`config.mk`:
```
export PLATFORM = sky130hd
export DESIGN_NAME = lgp_top
export DESIGN_NICKNAME = d
export VERILOG_FILES = /design/src/hdl/lgp_pkg.sv /design/src/hdl/lgp_cfg_if.sv /design/src/hdl/lgp_pin_ctrl.sv /design/src/hdl/lgp_top.sv
export SDC_FILE = /design/constraint.sdc
export NUM_CORES = 1
export LEC_CHECK = 0
export BUFFER_PORTS_ARGS = -buffer_cell sky130_fd_sc_hd__buf_2
export CORE_AREA = 3 3 82 84
export DETAILED_ROUTE_END_ITERATION = 8
export DIE_AREA = 0 0 85 87
export PLACE_DENSITY = 0.5
export SETUP_SLACK_MARGIN = 0.2
export SYNTH_ARGS = -nofsm -noshare
export SYNTH_HDL_FRONTEND = slang
export SYNTH_SLANG_ARGS = --single-unit
export TNS_END_PERCENT = 50
```
`constraint.sdc`:
```
create_clock -name clk -period 1.4 [get_ports clk]
set_input_delay 0.14 -clock clk [delete_from_list [all_inputs] [get_ports clk]]
set_output_delay 0.14 -clock clk [all_outputs]
set_load 0.01 [all_outputs]
```
`src/hdl/lgp_pkg.sv`:
```
// package: register map, field layout and mode codes of the local pin configuration block
`default_nettype none
package lgp_pkg;
	// ==========================================
	// register offsets on the serial control bus
	localparam logic [7:0] LGP_OFS_FIVE_SIX = 8'h10;
	localparam logic [7:0] LGP_OFS_SEVEN_EIGHT = 8'h11;
	// ==========================================
	// field layout inside each configuration register
	localparam int LGP_LO_MODE_POS = 0;
	localparam int LGP_LO_VAL_POS = 3;
	localparam int LGP_HI_MODE_POS = 4;
	localparam int LGP_HI_VAL_POS = 7;
	localparam logic [7:0] LGP_WRITE_MASK = 8'hbb;
	localparam logic [7:0] LGP_RST_CFG = 8'h00;
	localparam int LGP_NUM_PINS = 4;
	// ==========================================
	// pin modes
	typedef enum logic [1:0] {
		LGP_MODE_FUNC = 2'b00,
		LGP_MODE_OUT = 2'b01,
		LGP_MODE_HIZ = 2'b10,
		LGP_MODE_IN = 2'b11
	} lgp_mode_t;
endpackage
`default_nettype wire

```
`src/hdl/lgp_cfg_if.sv`:
```
// interface: per-pin mode and output value from the register file to the pin logic
`timescale 1ns/100ps
`default_nettype none
interface lgp_cfg_if;
	logic [7:0] mode;
	logic [3:0] val;
	modport regs (output mode, output val);
	modport pins (input mode, input val);
endinterface
`default_nettype wire

```
`src/hdl/lgp_pin_ctrl.sv`:
```
// module: per-pin drive and input gating from the configured mode
`timescale 1ns/100ps
`default_nettype none
module lgp_pin_ctrl #(
	parameter int NUM_PINS = 4
) (
	// clock and reset
	input wire logic clk,
	input wire logic rst,
	// configuration
	lgp_cfg_if.pins cfg,
	// pad side
	input wire logic [NUM_PINS-1:0] pin_in,
	output logic [NUM_PINS-1:0] pin_out,
	output logic [NUM_PINS-1:0] pin_oe_n,
	// core side
	output logic [NUM_PINS-1:0] func_in,
	output logic [NUM_PINS-1:0] gp_in
);
	logic [NUM_PINS-1:0] sync1_ff;
	logic [NUM_PINS-1:0] sync2_ff;

	// ==========================================
	// pad input synchroniser
	always_ff @(posedge clk or posedge rst) begin
		if (rst) begin
			sync1_ff <= '0;
			sync2_ff <= '0;
		end else begin
			sync1_ff <= pin_in;
			sync2_ff <= sync1_ff;
		end
	end

	// ==========================================
	// per-pin mode decode
	always_ff @(posedge clk or posedge rst) begin
		if (rst) begin
			pin_out <= '0;
			pin_oe_n <= '1;
			func_in <= '0;
			gp_in <= '0;
		end else begin
			for (int i = 0; i < NUM_PINS; i++) begin
				pin_out[i] <= cfg.val[i];
				pin_oe_n[i] <= (cfg.mode[2*i +: 2] != lgp_pkg::LGP_MODE_OUT);
				func_in[i] <= (cfg.mode[2*i +: 2] == lgp_pkg::LGP_MODE_FUNC) & sync2_ff[i];
				gp_in[i] <= (cfg.mode[2*i +: 2] == lgp_pkg::LGP_MODE_IN) & sync2_ff[i];
			end
		end
	end

	a_drive_mode: assert property (@(posedge clk) disable iff (rst)
		1 |=> (pin_oe_n[0] == ($past(cfg.mode[1:0]) != 2'b01)))
		else $error("pin five drive does not follow its mode");
	a_hiz_float: assert property (@(posedge clk) disable iff (rst)
		cfg.mode[3:2] == 2'b10 |=> pin_oe_n[1])
		else $error("pin six driven in high impedance mode");
	a_gp_input: assert property (@(posedge clk) disable iff (rst)
		cfg.mode[5:4] == 2'b11 |=> !func_in[2] && pin_oe_n[2])
		else $error("pin seven general input misrouted");
	a_drive_level: assert property (@(posedge clk) disable iff (rst)
		!pin_oe_n[3] |-> pin_out[3] == $past(cfg.val[3]))
		else $error("pin eight level differs from its value bit");
	a_func_path: assert property (@(posedge clk) disable iff (rst)
		cfg.mode[1:0] == 2'b00 |=> !gp_in[0] && pin_oe_n[0])
		else $error("pin five functional mode misrouted");
endmodule
`default_nettype wire

```
`src/hdl/lgp_top.sv`:
```
// module: local pin five to eight configuration registers and pin control
// Operation
// - mode 00 routes pin to functional input; mode 10 makes it high impedance.
// - mode 01 makes pin a general output; mode 11 a general input.
// - stored value drives pin only in general output mode.
// - value 0 drives low, 1 drives high; value resets to 0.
// - pin six value sits in bit 7 of register 0x10; reset zero.
`timescale 1ns/100ps
`default_nettype none
module lgp_top (
	// clock and reset
	input wire logic clk,
	input wire logic rst,
	// register access port
	input wire logic reg_wr,
	input wire logic reg_rd,
	input wire logic [7:0] reg_addr,
	input wire logic [7:0] reg_wdata,
	output logic [7:0] reg_rdata,
	output logic reg_rvalid,
	// pads: pins five to eight in bit order
	input wire logic [3:0] pin_in,
	output logic [3:0] pin_out,
	output logic [3:0] pin_oe_n,
	// core side
	output logic [3:0] func_in,
	output logic [3:0] gp_in
);
	logic [7:0] five_six_ff;
	logic [7:0] seven_eight_ff;
	logic [7:0] nxt_rdata;

	lgp_cfg_if cfg ();

	// ==========================================
	// address and field decode
	function automatic logic hits_five_six(input logic [7:0] addr);
		return addr == lgp_pkg::LGP_OFS_FIVE_SIX;
	endfunction

	function automatic logic hits_seven_eight(input logic [7:0] addr);
		return addr == lgp_pkg::LGP_OFS_SEVEN_EIGHT;
	endfunction

	// mode field of the low or the high pin of one register
	function automatic logic [1:0] mode_of(input logic [7:0] cfg_reg, input logic hi);
		return hi ? cfg_reg[lgp_pkg::LGP_HI_MODE_POS +: 2] :
			cfg_reg[lgp_pkg::LGP_LO_MODE_POS +: 2];
	endfunction

	// value bit of the low or the high pin of one register
	function automatic logic val_of(input logic [7:0] cfg_reg, input logic hi);
		return hi ? cfg_reg[lgp_pkg::LGP_HI_VAL_POS] :
			cfg_reg[lgp_pkg::LGP_LO_VAL_POS];
	endfunction

	// ==========================================
	// register write
	always_ff @(posedge clk or posedge rst) begin
		if (rst) begin
			five_six_ff <= lgp_pkg::LGP_RST_CFG;
			seven_eight_ff <= lgp_pkg::LGP_RST_CFG;
		end else if (reg_wr) begin
			if (hits_five_six(reg_addr)) begin
				five_six_ff <= reg_wdata & lgp_pkg::LGP_WRITE_MASK;
			end
			if (hits_seven_eight(reg_addr)) begin
				seven_eight_ff <= reg_wdata & lgp_pkg::LGP_WRITE_MASK;
			end
		end
	end

	// ==========================================
	// register read
	always_comb begin
		nxt_rdata = 8'h00;
		unique case (reg_addr)
			lgp_pkg::LGP_OFS_FIVE_SIX: nxt_rdata = five_six_ff;
			lgp_pkg::LGP_OFS_SEVEN_EIGHT: nxt_rdata = seven_eight_ff;
			default: nxt_rdata = 8'h00;
		endcase
	end

	always_ff @(posedge clk or posedge rst) begin
		if (rst) begin
			reg_rdata <= 8'h00;
			reg_rvalid <= 1'b0;
		end else begin
			reg_rdata <= reg_rd ? nxt_rdata : 8'h00;
			reg_rvalid <= reg_rd;
		end
	end

	// ==========================================
	// field unpacking
	// pin six value in bit 7
	assign cfg.mode = {mode_of(seven_eight_ff, 1'b1),
		mode_of(seven_eight_ff, 1'b0),
		mode_of(five_six_ff, 1'b1),
		mode_of(five_six_ff, 1'b0)};
	assign cfg.val = {val_of(seven_eight_ff, 1'b1),
		val_of(seven_eight_ff, 1'b0),
		val_of(five_six_ff, 1'b1),
		val_of(five_six_ff, 1'b0)};

	lgp_pin_ctrl #(
		.NUM_PINS(lgp_pkg::LGP_NUM_PINS)
	) u_pins (
		.clk(clk),
		.rst(rst),
		.cfg(cfg),
		.pin_in(pin_in),
		.pin_out(pin_out),
		.pin_oe_n(pin_oe_n),
		.func_in(func_in),
		.gp_in(gp_in)
	);

	// ==========================================
	// register bus checks
	a_rsvd_zero: assert property (@(posedge clk) disable iff (rst)
		reg_rvalid |-> (reg_rdata & ~lgp_pkg::LGP_WRITE_MASK) == 8'h00)
		else $error("reserved bit read as one");

	a_rsvd_store: assert property (@(posedge clk) disable iff (rst)
		(five_six_ff & ~lgp_pkg::LGP_WRITE_MASK) == 8'h00 &&
		(seven_eight_ff & ~lgp_pkg::LGP_WRITE_MASK) == 8'h00)
		else $error("reserved bit stored as one");

	a_read_back: assert property (@(posedge clk) disable iff (rst)
		reg_wr && reg_addr == 8'h11 ##1 reg_rd && reg_addr == 8'h11 && !reg_wr
		|=> reg_rdata == ($past(reg_wdata, 2) & lgp_pkg::LGP_WRITE_MASK))
		else $error("read back differs from masked write");

	a_five_mask: assert property (@(posedge clk) disable iff (rst)
		reg_wr && hits_five_six(reg_addr)
		|=> five_six_ff == ($past(reg_wdata) & lgp_pkg::LGP_WRITE_MASK))
		else $error("pin five and six register not masked on write");

	a_eight_mask: assert property (@(posedge clk) disable iff (rst)
		reg_wr && hits_seven_eight(reg_addr)
		|=> seven_eight_ff == ($past(reg_wdata) & lgp_pkg::LGP_WRITE_MASK))
		else $error("pin seven and eight register not masked on write");

	a_unmapped_write: assert property (@(posedge clk) disable iff (rst)
		reg_wr && !hits_five_six(reg_addr) && !hits_seven_eight(reg_addr)
		|=> $stable(five_six_ff) && $stable(seven_eight_ff))
		else $error("write to unmapped address changed a register");

	a_unmapped_read: assert property (@(posedge clk) disable iff (rst)
		reg_rd && !hits_five_six(reg_addr) && !hits_seven_eight(reg_addr)
		|=> reg_rvalid && reg_rdata == 8'h00)
		else $error("read of unmapped address not zero");

	a_read_five: assert property (@(posedge clk) disable iff (rst)
		reg_rd && hits_five_six(reg_addr) |=> reg_rdata == $past(five_six_ff))
		else $error("pin five and six register read wrong");

	a_read_eight: assert property (@(posedge clk) disable iff (rst)
		reg_rd && hits_seven_eight(reg_addr) |=> reg_rdata == $past(seven_eight_ff))
		else $error("pin seven and eight register read wrong");

	a_rd_quiet: assert property (@(posedge clk) disable iff (rst)
		!reg_rd |=> !reg_rvalid && reg_rdata == 8'h00)
		else $error("read answer without a read");

	// ==========================================
	// pin checks
	a_six_value: assert property (@(posedge clk) disable iff (rst)
		reg_wr && reg_addr == 8'h10 |=> ##1 pin_out[1] == $past(reg_wdata[7], 2))
		else $error("pin six value not taken from bit 7");

	a_reset_low: assert property (@(posedge clk) disable iff (rst)
		$fell(rst) |-> pin_out == 4'h0)
		else $error("pin value not low after reset");

	a_reset_float: assert property (@(posedge clk) disable iff (rst)
		$fell(rst) |-> pin_oe_n == 4'hf)
		else $error("pin driven right after reset");

	a_val_follows: assert property (@(posedge clk) disable iff (rst)
		1 |=> pin_out == $past({seven_eight_ff[7], seven_eight_ff[3],
			five_six_ff[7], five_six_ff[3]}))
		else $error("pin level differs from stored value bits");

	a_six_drive: assert property (@(posedge clk) disable iff (rst)
		1 |=> pin_oe_n[1] == ($past(five_six_ff[5:4]) != 2'b01))
		else $error("pin six drive does not follow its mode");

	a_seven_drive: assert property (@(posedge clk) disable iff (rst)
		1 |=> pin_oe_n[2] == ($past(seven_eight_ff[1:0]) != 2'b01))
		else $error("pin seven drive does not follow its mode");

	a_eight_drive: assert property (@(posedge clk) disable iff (rst)
		1 |=> pin_oe_n[3] == ($past(seven_eight_ff[5:4]) != 2'b01))
		else $error("pin eight drive does not follow its mode");

	a_eight_hiz: assert property (@(posedge clk) disable iff (rst)
		seven_eight_ff[5:4] == 2'b10 |=> pin_oe_n[3] && !func_in[3] && !gp_in[3])
		else $error("pin eight not floating in high impedance mode");

	a_seven_func: assert property (@(posedge clk) disable iff (rst)
		seven_eight_ff[1:0] == 2'b00 |=> pin_oe_n[2] && !gp_in[2])
		else $error("pin seven functional mode misrouted");

	a_eight_gp: assert property (@(posedge clk) disable iff (rst)
		seven_eight_ff[5:4] == 2'b11 |=> pin_oe_n[3] && !func_in[3])
		else $error("pin eight general input misrouted");

	a_five_gp: assert property (@(posedge clk) disable iff (rst)
		five_six_ff[1:0] == 2'b11 |=> pin_oe_n[0] && !func_in[0])
		else $error("pin five general input misrouted");

	a_six_func: assert property (@(posedge clk) disable iff (rst)
		five_six_ff[5:4] == 2'b00 |=> pin_oe_n[1] && !gp_in[1])
		else $error("pin six functional mode misrouted");

	a_out_no_input: assert property (@(posedge clk) disable iff (rst)
		five_six_ff[1:0] == 2'b01 |=> !func_in[0] && !gp_in[0])
		else $error("pin five output mode feeds an input path");
endmodule
`default_nettype wire

```
# Word level (Yosys, flattened, before mapping)
# Index checks and enable logic that the tools add are counted.
# totals
register_bits	45
word_cells	36
# classes
n_eq_ne	10
muxes	2
n_bitwise	8
reduce_logical	6
# op_table
cell	count
== test 8 x 5 -> 1 bit (second input constant)	2
one-hot mux 8 bit (2 select lines)	1
AND 1 bit	8
== test 2 bit (second input constant)	4
logical NOT 2 bit	4
2-to-1 mux 8 bit	1
!= test 2 x 1 -> 1 bit (second input constant)	4
AND reduction 2 bit	2

# Depth between registers and ports, before layout
# Gate-level depths: netlist (run 1).
# depth
word_depth	3
mapped_depth	3
ltp_nobuf	3

# By module
# A second synthesis (run 1) with hierarchy kept.
# hier_totals
hier_cells	92
hier_area_um2	1495.2
# modules_own_cells
mod	instances	cells_each	area_per_inst_um2	seq_area_each_um2
lgp_top	1	55	785.8	475.5
lgp_pin_ctrl	1	37	709.4	605.6

# Worst setup path before layout (run 1)
# Ideal clock, no wire load.
# synth_path
path_kind	input port to flip-flop
from	input port reg_addr[5]
to	register five_six_ff[0]
t_arrival_ps	1011
slack_ps	264
path_stages	3
path_buffers	0
path_cell_list	nor4b_4 -> nand4b_4 -> mux2_2
# synth_via
elab_chain_cells	2
# synth_rtl
item	line_no	rtl
start, declared	lgp_top.sv:17	input wire logic [7:0] reg_addr,
== test 8 x 5 -> 1 bit	lgp_top.sv:38	return addr == lgp_pkg::LGP_OFS_FIVE_SIX;
AND reduction 2 bit (no source line)	--	
end signal, assigned	lgp_top.sv:61	five_six_ff <= lgp_pkg::LGP_RST_CFG;
end signal, assigned	lgp_top.sv:65	five_six_ff <= reg_wdata & lgp_pkg::LGP_WRITE_MASK;
end, declared	lgp_top.sv:29	logic [7:0] five_six_ff;
# No other way between the ends.
# A chain may end at the register's enable or synchronous reset.

# Final worst setup path (run 1)
# layout_path
from	input port reg_rd
to	register reg_rdata[0]
# layout_via
elab_chain_cells	1
# layout_rtl
item	line_no	rtl
start, declared	lgp_top.sv:16	input wire logic reg_rd,
2-to-1 mux 8 bit	lgp_top.sv:89	reg_rdata <= reg_rd ? nxt_rdata : 8'h00;
end signal, assigned	lgp_top.sv:89	
end, declared	lgp_top.sv:19	output logic [7:0] reg_rdata,
# No other way between the ends.

==> impl_metrics.env, run 1 <==
export IMPL_setup_worst_path_end="reg_rdata[0]$_DFF_PP0_"
export IMPL_length_in_cells_of_the_worst_reg_to_reg_path=1
export IMPL_route_detailed_drc=0
export IMPL_grt_first_pass_wirelength_mm=4.73
export IMPL_worst_clock_skew_ns=0.000997
export IMPL_synth_sequential_area_ratio_pct=72.2
export IMPL_vias_per_cell=3.87
export IMPL_post_dp_area_sq_mm=0.00180
export IMPL_finalHoldViolations=0
export IMPL_timing_critical_path_buf_inv=2
export IMPL_crit_required_ns=1.61
export IMPL_routed_wire_length_per_instance_microns=12.2
export IMPL_main_synth_ff_type="dfrtp_1"
export IMPL_cts_root_buffer="clkbuf_8"
export IMPL_rows=28
export IMPL_global_route_usage_total_pct=8.07
export IMPL_finalInstanceArea_sq_mm=0.00195
export IMPL_synth_simple_gate_area_share_pct=12.9
export IMPL_syn_mean_instance_area_sq_um=16.6
export IMPL_die_height_microns=87
export IMPL_post_synth_inst_count=90
export IMPL_fp_dieW_microns=85
export IMPL_number_of_cells_on_the_critical_path=5
export IMPL_post_synth_fa_ha_maj_area_fraction_pct=0
export IMPL_crit_path_start_kind="input pin"
export IMPL_critical_setup_path_class="input pin to flip-flop"
export IMPL_synth_top_family_by_area="multiplexers"
export IMPL_clk_latency_ns=0.28
export IMPL_placedCellCount=208
export IMPL_vias=859
export IMPL_pin_count_of_the_biggest_net_entering_global_routing=44
export IMPL_rsz_0062_raised_after_global_routing="false"
export IMPL_layout_worst_path_cycle_share_pct=77.9
export IMPL_area_growth_syn_to_layout_pct=30.2
export IMPL_cts_sink_count=43
export IMPL_post_route_util_pct=32.6
export IMPL_yosys_top_cells_count="dfrtp_1, mux2_2, mux2i_1, nor2_1"
export IMPL_hold_wc_path_type="input pin to flip-flop"
export IMPL_yosys_cell_count_top_type="dfrtp_1"
export IMPL_drt_antenna_violating_nets=0
export IMPL_critPathMaxStageDelay_ns=0.53
export IMPL_timing_slew_headroom_pct=65.3
export IMPL_grt_overflow_total=0
export IMPL_finalWeightedCongestion=0.675
export IMPL_finalWorstPathRequiredPeriod_ns=1.09
export IMPL_synth_seq_cells=43
export IMPL_yosys_area_top_type="dfrtp_1"
export IMPL_cpMaxStageDelayCell="dlygate4sd3_1"
export IMPL_timing_setup_tns_ns=0
export IMPL_port_buffers=44
export IMPL_design_core_area_sq_mm=0.00599
export IMPL_r2r_end="five_six_ff[0]$_DFFE_PP0P_"
export IMPL_post_route_cells_drive_above_1_share_pct=49.0
export IMPL_fraction_of_the_mapped_netlist_area_in_compound_gates_pct=0
export IMPL_rrSetupSlack_ns=0.59
export IMPL_stdcell_count=222
export IMPL_grt_antenna_before_repair=0
export IMPL_clockPowerShare_pct=32.7
export IMPL_grt_pass1_vias=959
export IMPL_synth_area_sq_mm=0.00150
export IMPL_cp_arrival_ns=1.30
export IMPL_run_status="complete, no violations"
export IMPL_post_synth_main_area_contributors="dfrtp_1, mux2_2, dfstp_2"
export IMPL_setup_violations_final=0
export IMPL_synthXorXnorAreaFrac_pct=0
export IMPL_cap_viol_max_count=0
export IMPL_combPwrFrac_pct=7.4
export IMPL_final_routed_wirelength_across_all_metal_layers_mm=2.70
export IMPL_asyncSetResetFlopFracSynth_pct=100
export IMPL_place_detailed_hpwl_mm=2.07
export IMPL_design_die_area_sq_mm=0.00740
export IMPL_power_switching_w=0.000480
export IMPL_cellPowerDensity_mw_per_mm2=1130
export IMPL_finalMaxSlewViolations=0
export IMPL_worstPathCellList="dlygate4sd3_1, buf_2, nor4b_2, nand2_1, nor2_1"
export IMPL_startpoint_of_the_worst_setup_timing_path="reg_rd"
export IMPL_first_pass_iters=2
export IMPL_floorplan_initialDensity_pct=25.0
export IMPL_critical_path_endpoint_type="flip-flop"
export IMPL_power_sequential_fraction_pct=59.9
export IMPL_area_of_the_multi_input_gates_sq_um=403
export IMPL_register_area_sq_mm=0.00108
export IMPL_timing_fmax_mhz=917
export IMPL_p_leak_nw=1.02
export IMPL_antenna_cells_inserted=0
export IMPL_yosys_warnings=0
export IMPL_synth_cell_types=18
export IMPL_clock_tree_from_tritoncts="done"
export IMPL_r2r_start="five_six_ff[0]$_DFFE_PP0P_"
export IMPL_number_of_synthesized_flops_with_an_enable_pin=0
export IMPL_clock_tree_buffer_depth=2
export IMPL_ir_worst_vdd_v=0.000318
export IMPL_hold_slack_ns=0.102
export IMPL_drt_first_iter_violations=23
export IMPL_yosysTopAreaCellShare_pct=65.2
export IMPL_fill_count=602
export IMPL_clock_input_transition_at_the_sequential_cells_of_the_worst_setup_and_hold_paths_ns=0.07
export IMPL_cts_made_buffers=5
export IMPL_switching_share_pct=21.8
export IMPL_cell_internal_pwr_w=0.00173
export IMPL_timing_critical_path_max_delay_family="buffers and inverters"
export IMPL_synth_mux_area_fraction_pct=13.0
export IMPL_cp_max_fo=6
export IMPL_timing_worst_slew_pin_value_ns=0.520
export IMPL_ioPinCount=49
export IMPL_cts_htree_levels=2
export IMPL_nNetsFinal=170
power by group through the flow:
stage	Combinational, W	Clock (W)	Sequential (W)
after floorplan	0.0000726	0	0.00135
after global placement	0.000150	0	0.00134
after detailed placement	0.000154	0	0.00135
after CTS	0.000168	0.000760	0.00132
after global routing	0.000183	0.000819	0.00133
final	0.000164	0.000721	0.00132
registers in the layout (all words and copies together), names as in the netlist, 4 cells and up:
signal,count
five_six_ff,6
u_pins.pin_oe_n,4
seven_eight_ff,6
reg_rdata,6
u_pins.sync1_ff,4
u_pins.func_in,4
u_pins.sync2_ff,4
u_pins.pin_out,4
u_pins.gp_in,4
per-stage QoR:
step / power [W] / setup slack [ns]
2_1_floorplan: 0.00142 / 0.264
3_3_place_gp: 0.00149 / 0.0580
3_5_place_dp: 0.00150 / 0.0169
4_1_cts: 0.00225 / 0.234
5_1_grt: 0.00233 / 0.220
6_report: 0.00221 / 0.310
per-layer routing:
metal	track usage, %	wire length [microns]	up-vias
met3	2.93	172	6
met4	3.45	56	0
met2	13.3	1420	22
met1	9.50	1050	417
li1	-	-	414
met5	0	0	-
cells by family (layout without fill, tap and decap cells):
kind of cell / Yosys count / in the layout
AND/OR/NAND/NOR: 24 / 24
multiplexers: 18 / 18
buffers and inverters: 4 / 60
other: 1 / 2
flip-flops: 43 / 43
cell type report:
type	instances	share of cell area, %
clock buffers	7	3.91
flip-flops and latches	43	55.4
well taps	75	4.81
repair buffers	51	14.8
clock inverters	1	0.257
multi-input cells	44	20.7
inverters	1	0.192
worst min path at each step:
stage | start | to | slack [ns] | cells past startpoint
floorplan | reg_rd | reg_rvalid$_DFF_PP0_ | 0.17 | 0
global placement | pin_in[2] | u_pins.sync1_ff[2]$_DFF_PP0_ | 0.25 | 1
detailed placement | pin_in[0] | u_pins.sync1_ff[0]$_DFF_PP0_ | 0.25 | 1
CTS | reg_wdata[7] | seven_eight_ff[7]$_DFFE_PP0P_ | 0.09 | 2
global route | reg_wdata[3] | five_six_ff[3]$_DFFE_PP0P_ | 0.09 | 2
finish | reg_wdata[7] | seven_eight_ff[7]$_DFFE_PP0P_ | 0.10 | 2
placed cells by master, fill, tap and decap left out:
master         count
nor4b_2            1
nand2_1            1
mux2i_1            6
and3_1             4
clkbuf_8           5
conb_1             2
nand4_4            1
nand4b_4           1
dfrtp_1           39
clkbuf_1           2
mux2_2            12
buf_4              1
inv_1              1
nor4b_4            1
nand2b_1           4
clkinv_2           1
nor3_2             1
nor3b_1            4
dlygate4sd3_1      6
nor2_1             6
dfstp_2            4
buf_2             44
timing repair:
| item | in CTS | in global routing |
|---|---|---|
| setup buffers | 0 | 0 |
| gates resized for setup | 0 | 1 |
| setup endpoints to repair | 0 | 6 |
| hold buffers | 6 | 0 |
| endpoints found under the hold margin | 21 | 0 |
No activity file was read; power rests on OpenSTA's default activity.
==> run 2, diff against run 1 <==
--- a/config.mk
+++ b/config.mk
@@ -9,7 +9,7 @@
 export CORE_AREA = 3 3 82 84
 export DETAILED_ROUTE_END_ITERATION = 8
 export DIE_AREA = 0 0 85 87
-export PLACE_DENSITY = 0.5
+export PLACE_DENSITY = 0.52
 export SETUP_SLACK_MARGIN = 0.2
 export SYNTH_ARGS = -nofsm -noshare
 export SYNTH_HDL_FRONTEND = slang
==> constraint.sdc (replaced) <==
create_clock -name clk -period 0.87 [get_ports clk]
set_input_delay 0.087 -clock clk [delete_from_list [all_inputs] [get_ports clk]]
set_output_delay 0.087 -clock clk [all_outputs]
set_load 0.01 [all_outputs]
==> run 2 against run 1 <==
Sequential share of layout area shrank 4.2 points. Clock skew up 0.0045 ns. The run now ends with negative setup slack left. Design area is 8.2% higher. Register-to-register slack worse by 0.58 ns. Non-clock buffer count up 3.
==> impl_metrics.env, run 2 (synthesis results as in run 1) <==
export IMPL_timing_critical_path_buf_inv=1
export IMPL_die_height_microns=87
export IMPL_crit_path_start_kind="flip-flop"
export IMPL_timing_critical_path_max_delay_family="flip-flops"
export IMPL_finalWeightedCongestion=0.719
export IMPL_cap_viol_max_count=0
export IMPL_grt_overflow_total=0
export IMPL_final_routed_wirelength_across_all_metal_layers_mm=2.97
export IMPL_critPathMaxStageDelay_ns=0.53
export IMPL_vias_per_cell=4.00
export IMPL_ir_worst_vdd_v=0.000955
export IMPL_final_setup_worst_slack_ns=-0.127
export IMPL_grt_first_pass_wirelength_mm=4.91
export IMPL_worst_clock_skew_ns=0.00554
export IMPL_cellPowerDensity_mw_per_mm2=1800
export IMPL_first_pass_iters=4
export IMPL_worstPathCellList="buf_6"
export IMPL_failed_checks="negative setup slack"
export IMPL_clock_tree_from_tritoncts="done"
export IMPL_layout_worst_path_cycle_share_pct=115
export IMPL_route_detailed_drc=0
export IMPL_length_in_cells_of_the_worst_reg_to_reg_path=1
export IMPL_fp_dieW_microns=85
export IMPL_finalHoldViolations=0
export IMPL_cp_arrival_ns=0.91
export IMPL_crit_required_ns=0.78
export IMPL_clk_latency_ns=0.28
export IMPL_cts_root_buffer="clkbuf_8"
export IMPL_post_route_util_pct=35.2
export IMPL_rows=28
export IMPL_ioPinCount=49
export IMPL_design_die_area_sq_mm=0.00740
export IMPL_reg_top3="five_six_ff (6), reg_rdata (6), seven_eight_ff (6)"
export IMPL_rrSetupSlack_ns=0.01
export IMPL_hold_slack_ns=0.0431
export IMPL_mostFrequentLayoutCell="dfrtp_1"
export IMPL_p_leak_nw=1.07
export IMPL_clock_input_transition_at_the_sequential_cells_of_the_worst_setup_and_hold_paths_ns=0.08
export IMPL_cts_htree_levels=2
export IMPL_run_status="complete, but fails checks"
export IMPL_port_buffers=44
export IMPL_final_cell_mix="dfrtp_1, buf_2, mux2_2, buf_6, clkbuf_8"
export IMPL_rsz_0062_raised_after_global_routing="true"
export IMPL_drt_first_iter_violations=23
export IMPL_critical_setup_path_class="flip-flop to output port"
export IMPL_hold_crit_depth=2
export IMPL_antenna_cells_inserted=0
export IMPL_pin_count_of_the_biggest_net_entering_global_routing=38
export IMPL_fill_count=585
export IMPL_cp_max_fo=1
export IMPL_whs_endpoint="seven_eight_ff[7]$_DFFE_PP0P_"
export IMPL_nNetsFinal=173
export IMPL_design_core_area_sq_mm=0.00599
export IMPL_grt_pass1_vias=988
export IMPL_finalWorstPathRequiredPeriod_ns=0.997
export IMPL_drt_antenna_violating_nets=0
export IMPL_area_growth_syn_to_layout_pct=40.9
export IMPL_timing_fmax_mhz=1000
export IMPL_finalMaxSlewViolations=0
export IMPL_vias=901
export IMPL_number_of_cells_on_the_critical_path=1
export IMPL_post_route_cells_drive_above_1_share_pct=55.3
export IMPL_cts_made_buffers=5
export IMPL_critical_path_endpoint_type="output port"
export IMPL_hold_wc_path_type="input pin to flip-flop"
export IMPL_place_detailed_hpwl_mm=2.10
export IMPL_routed_wire_length_per_instance_microns=13.2
export IMPL_grt_antenna_before_repair=0
export IMPL_timing_setup_tns_ns=-0.936
export IMPL_cpMaxStageDelayCell="dfstp_2"
export IMPL_worst_hold_start="reg_wdata[7]"
export IMPL_clock_tree_buffer_depth=2
export IMPL_setup_violations_final=24
export IMPL_floorplan_initialDensity_pct=25.0
export IMPL_r2r_end="five_six_ff[4]$_DFFE_PP0P_"
export IMPL_global_route_usage_total_pct=8.55
export IMPL_startpoint_of_the_worst_setup_timing_path="u_pins.pin_oe_n[3]$_DFF_PP1_"
export IMPL_cts_sink_count=43
export IMPL_r2r_start="five_six_ff[4]$_DFFE_PP0P_"
[run 2: worst max path at each step]
stage	slack [ns]	endpoint
after floorplan	-0.21	five_six_ff[0]$_DFFE_PP0P_
after global placement	-0.37	five_six_ff[5]$_DFFE_PP0P_
after detailed placement	-0.38	five_six_ff[7]$_DFFE_PP0P_
after CTS	-0.14	pin_oe_n[0]
after global routing	-0.17	pin_oe_n[0]
final	-0.13	pin_oe_n[3]
[run 2: through the flow]
stage	setup slack (ns)	cells	instance area, sq um	total power [W]
after global placement	-0.372	211	1840	0.00242
final	-0.127	225	2110	0.00380
after global routing	-0.166	225	2110	0.00398
after floorplan	-0.213	91	1510	0.00229
after detailed placement	-0.381	211	1840	0.00243
after CTS	-0.143	225	2060	0.00384
[run 2: layout make-up]
type,instances,area (sq um),share of cell area [%]
multi-input combinational,44,439,20.8
clock buffer,7,96.3,4.56
sequential,43,1080,51.2
tap,75,93.8,4.45
inverter,1,7.51,0.356
clock inverter,1,7.51,0.356
timing repair buffer,54,385,18.3
[run 2: what timing repair did]
| item | CTS | global route |
|---|---|---|
| hold endpoints to repair | 45 | 40 |
| gates resized for setup | 10 | 8 |
| hold buffers | 6 | 1 |
| buffers inserted | 0 | 0 |
| pin swaps | 13 | 1 |
| endpoints found under the setup margin | 50 | 90 |
[run 2: power by group]
group	leakage [nW]	internal [W]	switching, W
combinational	0.466	0.000175	0.000139
clock	0.0505	0.000721	0.000627
sequential	0.555	0.00208	0.0000534
[run 2: per-layer routing]
| layer | part of all wire [%] | up-vias | GRT usage [%] |
|---|---|---|---|
| met5 | 0 | - | 0 |
| met4 | 0.61 | 0 | 3.02 |
| met3 | 7.4 | 2 | 3.22 |
| met2 | 48 | 37 | 13.1 |
| met1 | 44 | 439 | 11.1 |
| li1 | - | 423 | - |
